### src/logic/artc_consts.svh
// Purpose: Constants of the auto-reload timer control block
// Assumes: Included by its bare name from artc_top and artc_prescaler
// Notes: Byte offsets on a 32-bit Avalon-MM slave, one word per register
`ifndef ARTC_CONSTS_SVH
`define ARTC_CONSTS_SVH

// Register byte offsets
`define ARTC_ADDR_W 5
`define ARTC_OFS_CSR 5'h00
`define ARTC_OFS_RELOAD 5'h04
`define ARTC_OFS_COUNT 5'h08
`define ARTC_OFS_IRQ_STAT 5'h0C
`define ARTC_OFS_IRQ_MASK 5'h10

// Control/status field positions
`define ARTC_BIT_EXT_SEL 7
`define ARTC_BIT_SEL_HI 6
`define ARTC_BIT_SEL_LO 4
`define ARTC_BIT_RUN 3
`define ARTC_BIT_FORCE 2
`define ARTC_BIT_OIE 1
`define ARTC_BIT_FLAG 0

// Reset values and counter limits
`define ARTC_CSR_RESET 8'h00
`define ARTC_RELOAD_RESET 8'h00
`define ARTC_CNT_CLEAR 8'h00
`define ARTC_CNT_MAX 8'hFF
`define ARTC_IRQ_RESET 2'h0
`define ARTC_BUS_ZERO 32'h0000_0000

// Interrupt status bits
`define ARTC_IRQ_BITS 2
`define ARTC_EV_OVF 0
`define ARTC_EV_FORCE 1

// Prescaler geometry
`define ARTC_PRESC_BITS 7
`define ARTC_SEL_BITS 3

`endif

### src/logic/artc_pkg.sv
// Purpose: Types shared by the auto-reload timer control block
// Assumes: Field layout matches artc_consts.svh
// Notes: Types only; constants live in the header
package artc_pkg;

  // Control/status register, bit 7 down to bit 0
  typedef struct packed {
    logic ext_clock_select;
    logic [2:0] prescale_select;
    logic counter_run;
    logic force_reload;
    logic overflow_irq_enable;
    logic overflow_flag;
  } artc_csr_t;

  // One Avalon-MM request as seen by the slave
  typedef struct packed {
    logic [4:0] address;
    logic read;
    logic write;
    logic [31:0] writedata;
    logic [3:0] byteenable;
  } artc_req_t;

endpackage

### src/logic/artc_top.sv
// Purpose: Control/status logic of an 8-bit auto-reload timer with prescaler
// Assumes: Avalon-MM master holds each request until waitrequest is low
// Notes: Every access takes exactly one wait cycle
//
// The address map and the Avalon-MM slave port were left to the implementer.
`timescale 1ns/100ps
`include "artc_consts.svh"

// What this block does
// Ext select bit picks prescaler input clock
// Prescaler divides input by two to select
// Run bit clear freezes prescaler and counter
// Force reload bit always reads as zero
// Force reload loads counter, clears prescaler
// Overflow request needs enable and flag set
// Hardware sets flag; reading register clears it
// Flag set when counter wraps FFh to reload
// Overflow reloads counter, prescaler left alone
// Reset clears counter, prescaler, selects CPU clock
// Counter increments once per prescaler tick
// Overflow during read keeps flag set
// Control/status register resets to all zeros
module artc_top #(
  parameter int unsigned PRESC_BITS = `ARTC_PRESC_BITS
) (
  // Clock and reset
  input wire logic ref_clk,
  input wire logic rst_n,
  // Avalon-MM slave
  input wire logic [`ARTC_ADDR_W-1:0] avs_address,
  input wire logic avs_read,
  input wire logic avs_write,
  input wire logic [31:0] avs_writedata,
  input wire logic [3:0] avs_byteenable,
  output logic [31:0] avs_readdata,
  output logic avs_waitrequest,
  // External count clock pin
  input wire logic ext_clk,
  // Timer state and interrupts
  output logic [7:0] counter_value,
  output logic overflow_irq_req,
  output logic irq
);

  // The tap field is three bits, so the prescaler must be seven
  if (PRESC_BITS != `ARTC_PRESC_BITS) begin : g_bad_width
    $error("prescaler width must match the three-bit tap field");
  end

  // Registers
  artc_pkg::artc_csr_t csr; // Control/status
  logic [7:0] reload_value_reg; // Auto-reload value
  logic [7:0] counter; // Timer counter
  logic [`ARTC_IRQ_BITS-1:0] irq_status; // Sticky events
  logic [`ARTC_IRQ_BITS-1:0] irq_mask; // Event enables
  logic ack; // Second cycle of an access
  logic rd_flag_seen; // Flag value handed to the reader
  artc_pkg::artc_req_t req; // Bus request bundle

  // Next values
  artc_pkg::artc_csr_t next_csr;
  logic [7:0] next_counter;
  logic [`ARTC_IRQ_BITS-1:0] next_irq_status;
  logic [31:0] next_readdata;

  // Address match, shared by all decodes
  function automatic logic artc_hit(input logic [`ARTC_ADDR_W-1:0] a,
                                    input logic [`ARTC_ADDR_W-1:0] ofs);
    return a == ofs;
  endfunction

  // Bundle the bus inputs
  assign req = '{address: avs_address, read: avs_read, write: avs_write,
                 writedata: avs_writedata, byteenable: avs_byteenable};

  // Handshake: one wait cycle, then accept
  wire req_active = req.read | req.write;
  wire accept = req_active & ack;
  wire capture = req_active & ~ack;
  wire wr_acc = req.write & accept & req.byteenable[0];
  wire rd_acc = req.read & accept;
  assign avs_waitrequest = req_active & ~ack;

  // Address decode
  wire hit_csr = artc_hit(req.address, `ARTC_OFS_CSR);
  wire hit_reload = artc_hit(req.address, `ARTC_OFS_RELOAD);
  wire hit_count = artc_hit(req.address, `ARTC_OFS_COUNT);
  wire hit_stat = artc_hit(req.address, `ARTC_OFS_IRQ_STAT);
  wire hit_mask = artc_hit(req.address, `ARTC_OFS_IRQ_MASK);

  // Write strobes; writes need byte lane 0, registers are at most 8 bits wide
  wire wr_csr = wr_acc & hit_csr;
  wire wr_reload = wr_acc & hit_reload;
  wire wr_stat = wr_acc & hit_stat;
  wire wr_mask = wr_acc & hit_mask;
  wire rd_csr = rd_acc & hit_csr;

  // Force reload is a pulse; it is never stored
  wire force_req = wr_csr & req.writedata[`ARTC_BIT_FORCE];

  // Prescaler input: CPU clock every cycle, or a synchronised pin edge
  logic ext_rise;
  artc_edge_sync u_sync (
    .ref_clk(ref_clk),
    .rst_n(rst_n),
    .pin_in(ext_clk),
    .rise(ext_rise)
  );
  wire in_tick = csr.ext_clock_select ? ext_rise : 1'b1;
  wire presc_en = csr.counter_run & in_tick;

  // Prescaler; cleared by force reload, not by overflow
  logic [PRESC_BITS-1:0] presc_count;
  logic cnt_tick;
  artc_prescaler #(
    .PRESC_BITS(PRESC_BITS),
    .SEL_BITS(`ARTC_SEL_BITS)
  ) u_presc (
    .ref_clk(ref_clk),
    .rst_n(rst_n),
    .enable(presc_en),
    .clear(force_req),
    .tap_sel(csr.prescale_select),
    .count(presc_count),
    .tick(cnt_tick)
  );

  // Counter wrap from FFh; a forced reload in the same cycle takes over
  wire at_max = counter == `ARTC_CNT_MAX;
  wire ovf_event = cnt_tick & at_max & ~force_req;

  // Counter next value: force, then wrap, then increment
  assign next_counter = force_req ? reload_value_reg :
                        ovf_event ? reload_value_reg :
                        cnt_tick ? counter + 8'h01 : counter;

  // Flag: set wins over the read-clear; only a reported flag is cleared
  wire flag_clear = rd_csr & rd_flag_seen;
  wire next_flag = ovf_event | (csr.overflow_flag & ~flag_clear);

  // Control/status next value; the force bit is never held
  always_comb begin
    next_csr = csr;
    if (wr_csr) begin
      next_csr.ext_clock_select = req.writedata[`ARTC_BIT_EXT_SEL];
      next_csr.prescale_select = req.writedata[`ARTC_BIT_SEL_HI:`ARTC_BIT_SEL_LO];
      next_csr.counter_run = req.writedata[`ARTC_BIT_RUN];
      next_csr.overflow_irq_enable = req.writedata[`ARTC_BIT_OIE];
    end
    next_csr.force_reload = 1'b0;
    next_csr.overflow_flag = next_flag;
  end

  // Sticky event bits, write one to clear; a new event wins
  wire [`ARTC_IRQ_BITS-1:0] events = {force_req, ovf_event};
  wire [`ARTC_IRQ_BITS-1:0] stat_clr =
    wr_stat ? req.writedata[`ARTC_IRQ_BITS-1:0] : `ARTC_IRQ_RESET;
  assign next_irq_status = (irq_status & ~stat_clr) | events;

  // Read mux; unmapped addresses read zero
  always_comb begin
    next_readdata = `ARTC_BUS_ZERO;
    if (hit_csr) begin
      next_readdata[7:0] = csr;
      next_readdata[`ARTC_BIT_FORCE] = 1'b0;
    end else if (hit_reload) begin
      next_readdata[7:0] = reload_value_reg;
    end else if (hit_count) begin
      next_readdata[7:0] = counter;
    end else if (hit_stat) begin
      next_readdata[`ARTC_IRQ_BITS-1:0] = irq_status;
    end else if (hit_mask) begin
      next_readdata[`ARTC_IRQ_BITS-1:0] = irq_mask;
    end
  end

  // Bus handshake and read data; data is taken in the wait cycle
  always_ff @(posedge ref_clk or negedge rst_n) begin
    if (!rst_n) begin
      ack <= 1'b0;
      avs_readdata <= `ARTC_BUS_ZERO;
      rd_flag_seen <= 1'b0;
    end else begin
      ack <= capture;
      if (capture && req.read) begin
        avs_readdata <= next_readdata;
        rd_flag_seen <= csr.overflow_flag;
      end
    end
  end

  // Control/status register
  always_ff @(posedge ref_clk or negedge rst_n) begin
    if (!rst_n) begin
      csr <= `ARTC_CSR_RESET;
    end else begin
      csr <= next_csr;
    end
  end

  // Counter and reload value
  always_ff @(posedge ref_clk or negedge rst_n) begin
    if (!rst_n) begin
      counter <= `ARTC_CNT_CLEAR;
      reload_value_reg <= `ARTC_RELOAD_RESET;
    end else begin
      counter <= next_counter;
      if (wr_reload) begin
        reload_value_reg <= req.writedata[7:0];
      end
    end
  end

  // Interrupt status and mask
  always_ff @(posedge ref_clk or negedge rst_n) begin
    if (!rst_n) begin
      irq_status <= `ARTC_IRQ_RESET;
      irq_mask <= `ARTC_IRQ_RESET;
    end else begin
      irq_status <= next_irq_status;
      if (wr_mask) begin
        irq_mask <= req.writedata[`ARTC_IRQ_BITS-1:0];
      end
    end
  end

  // Outputs, all from registers
  assign counter_value = counter;
  assign overflow_irq_req = csr.overflow_irq_enable & csr.overflow_flag;
  assign irq = |(irq_status & irq_mask);
endmodule

### src/logic/artc_edge_sync.sv
// Purpose: Synchronise the external count clock pin and find rising edges
// Assumes: Pin is slower than half of ref_clk
// Notes: First flop is read only by the second
`timescale 1ns/100ps
module artc_edge_sync (
  // Clock and reset
  input wire logic ref_clk,
  input wire logic rst_n,
  // Pin in, edge out
  input wire logic pin_in,
  output logic rise
);

  logic meta; // First stage, may go metastable
  logic stable; // Second stage, safe to use
  logic last; // Previous stable level

  // Two-flop synchroniser plus history flop
  always_ff @(posedge ref_clk or negedge rst_n) begin
    if (!rst_n) begin
      meta <= 1'b0;
      stable <= 1'b0;
      last <= 1'b0;
    end else begin
      meta <= pin_in;
      stable <= meta;
      last <= stable;
    end
  end

  // One-cycle pulse per rising edge of the pin
  assign rise = stable & ~last;
endmodule

### src/logic/artc_prescaler.sv
// Purpose: Binary prescaler with selectable power-of-two tap
// Assumes: Enable already folds in the run bit and the input clock choice
// Notes: Clear wins over enable, so a forced reload starts from zero
`timescale 1ns/100ps
`include "artc_consts.svh"
module artc_prescaler #(
  parameter int unsigned PRESC_BITS = `ARTC_PRESC_BITS,
  parameter int unsigned SEL_BITS = `ARTC_SEL_BITS
) (
  // Clock and reset
  input wire logic ref_clk,
  input wire logic rst_n,
  // Control
  input wire logic enable,
  input wire logic clear,
  input wire logic [SEL_BITS-1:0] tap_sel,
  // Status
  output logic [PRESC_BITS-1:0] count,
  output logic tick
);

  // Every tap code must name a real counter bit
  if (PRESC_BITS != (1 << SEL_BITS) - 1) begin : g_bad_geometry
    $error("prescaler width does not match tap select width");
  end

  logic [PRESC_BITS-1:0] tap_mask; // Low bits that must all be one
  logic [PRESC_BITS-1:0] next_count;

  // Division by 2^n: tick when the low n bits are all ones
  assign tap_mask = PRESC_BITS'((PRESC_BITS+1)'(1) << tap_sel) - PRESC_BITS'(1);
  assign tick = enable & ~clear & ((count & tap_mask) == tap_mask);
  assign next_count = clear ? '0 : (enable ? count + PRESC_BITS'(1) : count);

  // Counter register; cleared at reset
  always_ff @(posedge ref_clk or negedge rst_n) begin
    if (!rst_n) begin
      count <= '0;
    end else begin
      count <= next_count;
    end
  end
endmodule

### config.mk
export PLATFORM = sky130hd
export DESIGN_NAME = artc_top
export DESIGN_NICKNAME = d
export VERILOG_FILES = /design/src/logic/artc_pkg.sv /design/src/logic/artc_top.sv /design/src/logic/artc_edge_sync.sv /design/src/logic/artc_prescaler.sv
export VERILOG_INCLUDE_DIRS = /design/src /design/src/logic
export SDC_FILE = /design/constraint.sdc
export NUM_CORES = 1
export LEC_CHECK = 0
export BUFFER_PORTS_ARGS = -buffer_cell sky130_fd_sc_hd__buf_4
export CAP_MARGIN = 20
export CORE_ASPECT_RATIO = 0.9
export CORE_MARGIN = 4
export CORE_UTILIZATION = 54
export DETAILED_ROUTE_END_ITERATION = 6
export GPL_TIMING_DRIVEN = 0
export HOLD_SLACK_MARGIN = 0.08
export PLACE_DENSITY = 0.85
export SLEW_MARGIN = 20
export SYNTH_ARGS = -nofsm -noshare
export SYNTH_HDL_FRONTEND = slang
export SYNTH_SLANG_ARGS = --single-unit
### constraint.sdc
create_clock -name ref_clk -period 3.75 [get_ports ref_clk]
set_clock_uncertainty 0.15 [all_clocks]
set_input_delay 0.9375 -clock ref_clk [delete_from_list [all_inputs] [get_ports ref_clk]]
set_output_delay 0.9375 -clock ref_clk [all_outputs]
set_load 0.1 [all_outputs]
==> qor.yml, run 1 <==
run_status:
  status: "completed"
routing:
  drc: 0
  dr_total_vias: 2039
  firstDrtPassIters: 4
  drtIter0Drc: 210
  drt_wl_total_mm: 5.42
  viasPerCell: 5.26
  ant_nets: 0
  wl_per_cell_um: 14.0
floorplanning:
  die_h_um: 73.6
  boundaryPins: 89
  die_x_um: 80.8
  rows: 23
  core_area_um2: 4550
  start_util_pct: 56.7
  die-area_um2: 5950
placed_design:
  place_congestion: 0.921
  port_buffers: 36
  placed_cells: 380
  place_hpwl_mm: 4.19
sta:
  setup-tns-final_ps: 0
  report.final.hold_viol_count: 0
  min_period_ps: 2590
  rsz0062_at_grt: "false"
  slew_violations: 0
  setup_viol: 0
  max_slew_margin_pct: 40.3
  period_share_pct: 69.1
  fmax_ghz: 0.386
  worst_slew_pin_slew_ps: 887
clock_tree:
  cts_buffers: 5
  cts_sinks: 47
  clockRootBuffer: "clkbuf_8"
  hold_buffers: 0
  post_cts_resized: 0
  clock_path_buffers: 2
  ctsHtreeMaxLevel: 2
  clk_pin_slew_ps: 80
  tritoncts: "done"
  cts_setup_buffers: 0
  clk_latency_ps: 290
pwr:
  p_comb_share_pct: 46.6
  leakagePower_nw: 1.52
  p_int_mw: 1.06
  clockPowerShare_pct: 15.6
  switchingPower_mw: 1.02
  sw_frac_of_total_pct: 48.9
  powerDensity_nw_per_um2: 668
  peakVddDrop_v: 0.000508
  seqPwrFrac_pct: 37.8
synth:
  synthSimpleGateAreaFrac_pct: 18.2
  yosys_warnings: 0
  synth_top_family_by_area: "simple AND/OR/NAND/NOR gates"
  synth.area.top_cells: "dfrtp_1 (46%), buf_4 (7.3%), mux2_2 (5.7%)"
  synth_mux_area_share_pct: 9.56
  synthTopCellsByCount: "dfrtp_1 (47), nand2_1 (33), buf_4 (25), o21ai_0 (20), nor2_1 (14)"
  synth_compound_area_share_pct: 13.2
  synth_xor_xnor_area_share_pct: 2.72
  synth-async-reset-ratio_pct: 100
  synth_edf_count: 0
  synth_area_um2: 2580
  syn_avg_cell_area_um2: 9.96
  yosysTopAreaCell: "dfrtp_1"
  yosys_most_used_dff: "dfrtp_1"
  synthAdderAreaFrac_pct: 0.970
  yosysSeqAreaShare_pct: 45.6
  yosysMostFrequentCell: "dfrtp_1"
  yosys.area.top_type_share_pct: 45.6
  synth-seq-cells: 47
  yosysUniqueCellTypes: 49
  synth_cells: 259
grt:
  antenna_found_initial: 0
  grt_max_degree: 48
  grt_first_pass_wirelength_mm: 8.97
  track_usage_pct: 19.6
  grt-ovfl-total: 0
  grt_pass1_vias: 1874
cells_and_area:
  n_fill_cell: 364
  final_nets: 373
  drive_gt1_share_pct: 30.1
  multiInputGateArea_um2: 1240
  stdcell_count: 388
  diodes: 0
  area_growth_pct: 20.7
  regArea_um2: 1180
worst_setup_path:
  worst_ep_arrival_time_ps: 1510
  worstPathMaxFanout: 3
  required_ps: 2660
  start_kind: "input pin"
  cp-end-kind: "output port"
  critPathKind: "in -> out"
job:
  cap_violations: 0
worst_hold_path:
  min_path_type: "reg -> reg"
==> logic make-up after synthesis <==
logic type,count (synthesis)
other,1
muxes,23
buffers and inverters,38
and+or+nand+nor,89
AOI/OAI and AO/OA,51
adders and majority gates,2
DFF,47
xor gates and xnor gates,8
==> layout make-up <==
| cell class | count | share of cell area (%) |
|---|---|---|
| Sequential cell | 47 | 37.8 |
| Inverter | 6 | 0.723 |
| Buffer | 32 | 7.19 |
| Tap cell | 62 | 2.49 |
| Clock buffer | 8 | 3.22 |
| Multi-Input combinational cell | 197 | 39.9 |
| Timing Repair Buffer | 36 | 8.68 |
==> power by group through the flow <==
stage	logic, mW	registers, mW	clock network, mW
after CTS	0.972	0.781	0.331
after global routing	1.04	0.808	0.351
after global placement	0.947	0.779	0
after detailed placement	0.971	0.788	0
after floorplan	0.453	1.09	0
final	0.968	0.785	0.325
==> path summary, 6_finish.rpt <==
kind | start | endpoint | slack, ps | cells past startpoint
max reg2reg | u_presc.count[0]$_DFFE_PN0P_ | counter_value[7]$_DFFE_PN0P_ | 1620 | 6
min | u_sync.meta$_DFF_PN0_ | u_sync.stable$_DFF_PN0_ | 200 | 0
min reg2reg | u_sync.meta$_DFF_PN0_ | u_sync.stable$_DFF_PN0_ | 200 | 0
max in group asynchronous | rst_n | reload_value_reg[3]$_DFFE_PN0P_ | 2570 | 1
min in group asynchronous | rst_n | irq_mask[1]$_DFFE_PN0P_ | 490 | 1
max | avs_write | avs_waitrequest | 1160 | 4
==> stage by stage <==
step / cell area, um^2 / setup WS, ps / total power, mW / util (%) / hold slack [ps]
after floorplan: 2670 / 413 / 1.54 / - / 181
after global placement: 3010 / 948 / 1.73 / 66.3 / 186
after detailed placement: 3010 / 903 / 1.76 / 66.3 / 189
after CTS: 3110 / 1160 / 2.08 / 68.5 / 208
after global routing: 3110 / 1100 / 2.20 / 68.5 / 225
final: 3110 / 1160 / 2.08 / 68.5 / 203
==> layout by cell type, fill, tap and decap left out, types with 3 or more instances in the layout <==
cell and n:
o21ai_1 3, conb_1 24, and3_1 4, nand3_1 5, inv_1 6, xnor2_1 3
a21oi_1 6, buf_4 61, xor2_1 5, nor2_1 14, nand2b_1 3, nor2_2 3
nor2b_1 3, clkbuf_8 7, nand4_1 6, dfrtp_1 47, mux2_2 13, mux2i_1 10
o21ai_0 20, a22o_1 8, nand2_1 33, clkbuf_1 4, nor3_1 3
==> metal layers <==
layer	track usage, %	wire [um]	up-vias
li1	-	-	997
met1	26.7	2380	959
met2	31.1	2520	76
met3	4.53	473	7
met4	6.38	53	0
met5	0	0	-
==> critical path: stages <==
cell and delay (ps):
buf_4 90, nor2_1 40, nor2_1 120, buf_4 310
(Power assumes the default switching activity.)
==> run 2, diff against run 1 <==
CORE_UTILIZATION = 50   (was 54)
PLACE_DENSITY = 0.8   (was 0.85)
clock period = 2.45 ns   (was 3.75 ns; I/O delays follow)
==> qor.yml, run 2 (synthesized netlist as in run 1, its figures left out) <==
run_status:
  status: "completed"
pwr:
  leakagePower_nw: 1.52
  peakVddDrop_v: 0.000640
  powerDensity_nw_per_um2: 1010
cells_and_area:
  final_nets: 373
  final_cell_mix: "buf_4 (61), dfrtp_1 (47), nand2_1 (33), conb_1 (24), o21ai_0 (20)"
  final_common_cell: "buf_4"
  diodes: 0
  drive_gt1_share_pct: 30.5
  area_growth_pct: 20.5
  final_core_util_pct: 63.1
routing:
  viasPerCell: 5.26
  drt_wl_total_mm: 5.55
  drtIter0Drc: 136
  drc: 0
  firstDrtPassIters: 4
  dr_total_vias: 2052
  ant_nets: 0
  wl_per_cell_um: 14.2
clock_tree:
  clock_path_buffers: 2
  cts_setup_buffers: 0
  post_cts_resized: 0
  clk_pin_slew_ps: 90
  clockRootBuffer: "clkbuf_8"
  tritoncts: "done"
  hold_buffers: 0
  ctsHtreeMaxLevel: 2
  cts_sinks: 47
  cts_buffers: 5
  clk_latency_ps: 300
placed_design:
  port_buffers: 36
  place_hpwl_mm: 4.25
  place_congestion: 0.907
sta:
  max_slew_margin_pct: 40.7
  min_period_ps: 2260
  setup-tns-final_ps: 0
  worst_slew_pin_slew_ps: 881
  fmax_ghz: 0.443
  slew_violations: 0
  setup_viol: 0
  rsz0062_at_grt: "false"
  report.final.hold_viol_count: 0
  period_share_pct: 92.1
floorplanning:
  core_area_um2: 4920
  start_util_pct: 52.4
  die_x_um: 83.7
  die-area_um2: 6370
  rows: 24
  die_h_um: 76.1
  boundaryPins: 89
worst_hold_path:
  min_path_type: "in -> async"
worst_setup_path:
  start_kind: "input pin"
  cp-end-kind: "register"
  critPathKind: "in -> reg"
  worst_ep_arrival_time_ps: 2290
  worstPathMaxFanout: 9
  r2r_slack_ps: 340
  required_ps: 2490
grt:
  grt_max_degree: 48
  grt_pass1_vias: 1977
  antenna_found_initial: 0
  track_usage_pct: 17.7
  grt_first_pass_wirelength_mm: 9.27
  grt-ovfl-total: 0
job:
  cap_violations: 0
-- run 2: final cells by class --
type	count	area, um^2
Fill cell	427	1820
Multi-Input combinational cell	197	1240
Sequential cell	47	1180
Timing Repair Buffer	36	270
Buffer	32	224
Clock buffer	6	82.6
Tap cell	65	81.3
Inverter	6	22.5
Clock inverter	1	5.00
-- run 2: path summary, 6_finish.rpt --
| check | from | cells after the start | end |
|---|---|---|---|
| setup / recovery | avs_address[4] | 8 | counter_value[6]$_DFFE_PN0P_ |
| hold / removal | rst_n | 1 | irq_mask[1]$_DFFE_PN0P_ |
| setup reg to reg | u_presc.count[0]$_DFFE_PN0P_ | 6 | counter_value[6]$_DFFE_PN0P_ |
| hold reg to reg | u_sync.meta$_DFF_PN0_ | 0 | u_sync.stable$_DFF_PN0_ |
| max in group asynchronous | rst_n | 1 | reload_value_reg[7]$_DFFE_PN0P_ |
| min in group ref_clk | u_sync.meta$_DFF_PN0_ | 0 | u_sync.stable$_DFF_PN0_ |
-- run 2: through the flow --
| step | total power [mW] | hold slack, ps | instances | worst slack [ps] | cell area [um^2] |
|---|---|---|---|---|---|
| finish | 3.15 | 149 | 390 | 195 | 3110 |
| global placement | 2.65 | 186 | 383 | -35.9 | 3020 |
| global route | 3.30 | 212 | 390 | 144 | 3110 |
| detailed placement | 2.68 | 188 | 383 | -74.0 | 3020 |
| CTS | 3.15 | 181 | 390 | 224 | 3110 |
| floorplan | 2.36 | 167 | 282 | 67.3 | 2670 |
-- run 2: routing by layer --
metal	GRT usage [%]	vias to the layer above	wire [um]
met5	0	-	0
met2	27.7	75	2550
li1	-	998	-
met1	23.7	969	2450
met4	7.72	0	85
met3	4.00	10	469
-- run 2: worst max-delay path, stage by stage --
cell and delay (ps):
buf_4 120, or4_1 520, buf_2 190, nor2_2 150
nand3_2 220, and2_4 230, mux2i_1 150, nand3_1 100
-- run 2: where the power goes --
part           switching, mW  internal (mW)
Sequential             0.239          0.951
Clock                  0.256          0.222
Combinational           1.06          0.416
Total                   1.56           1.59
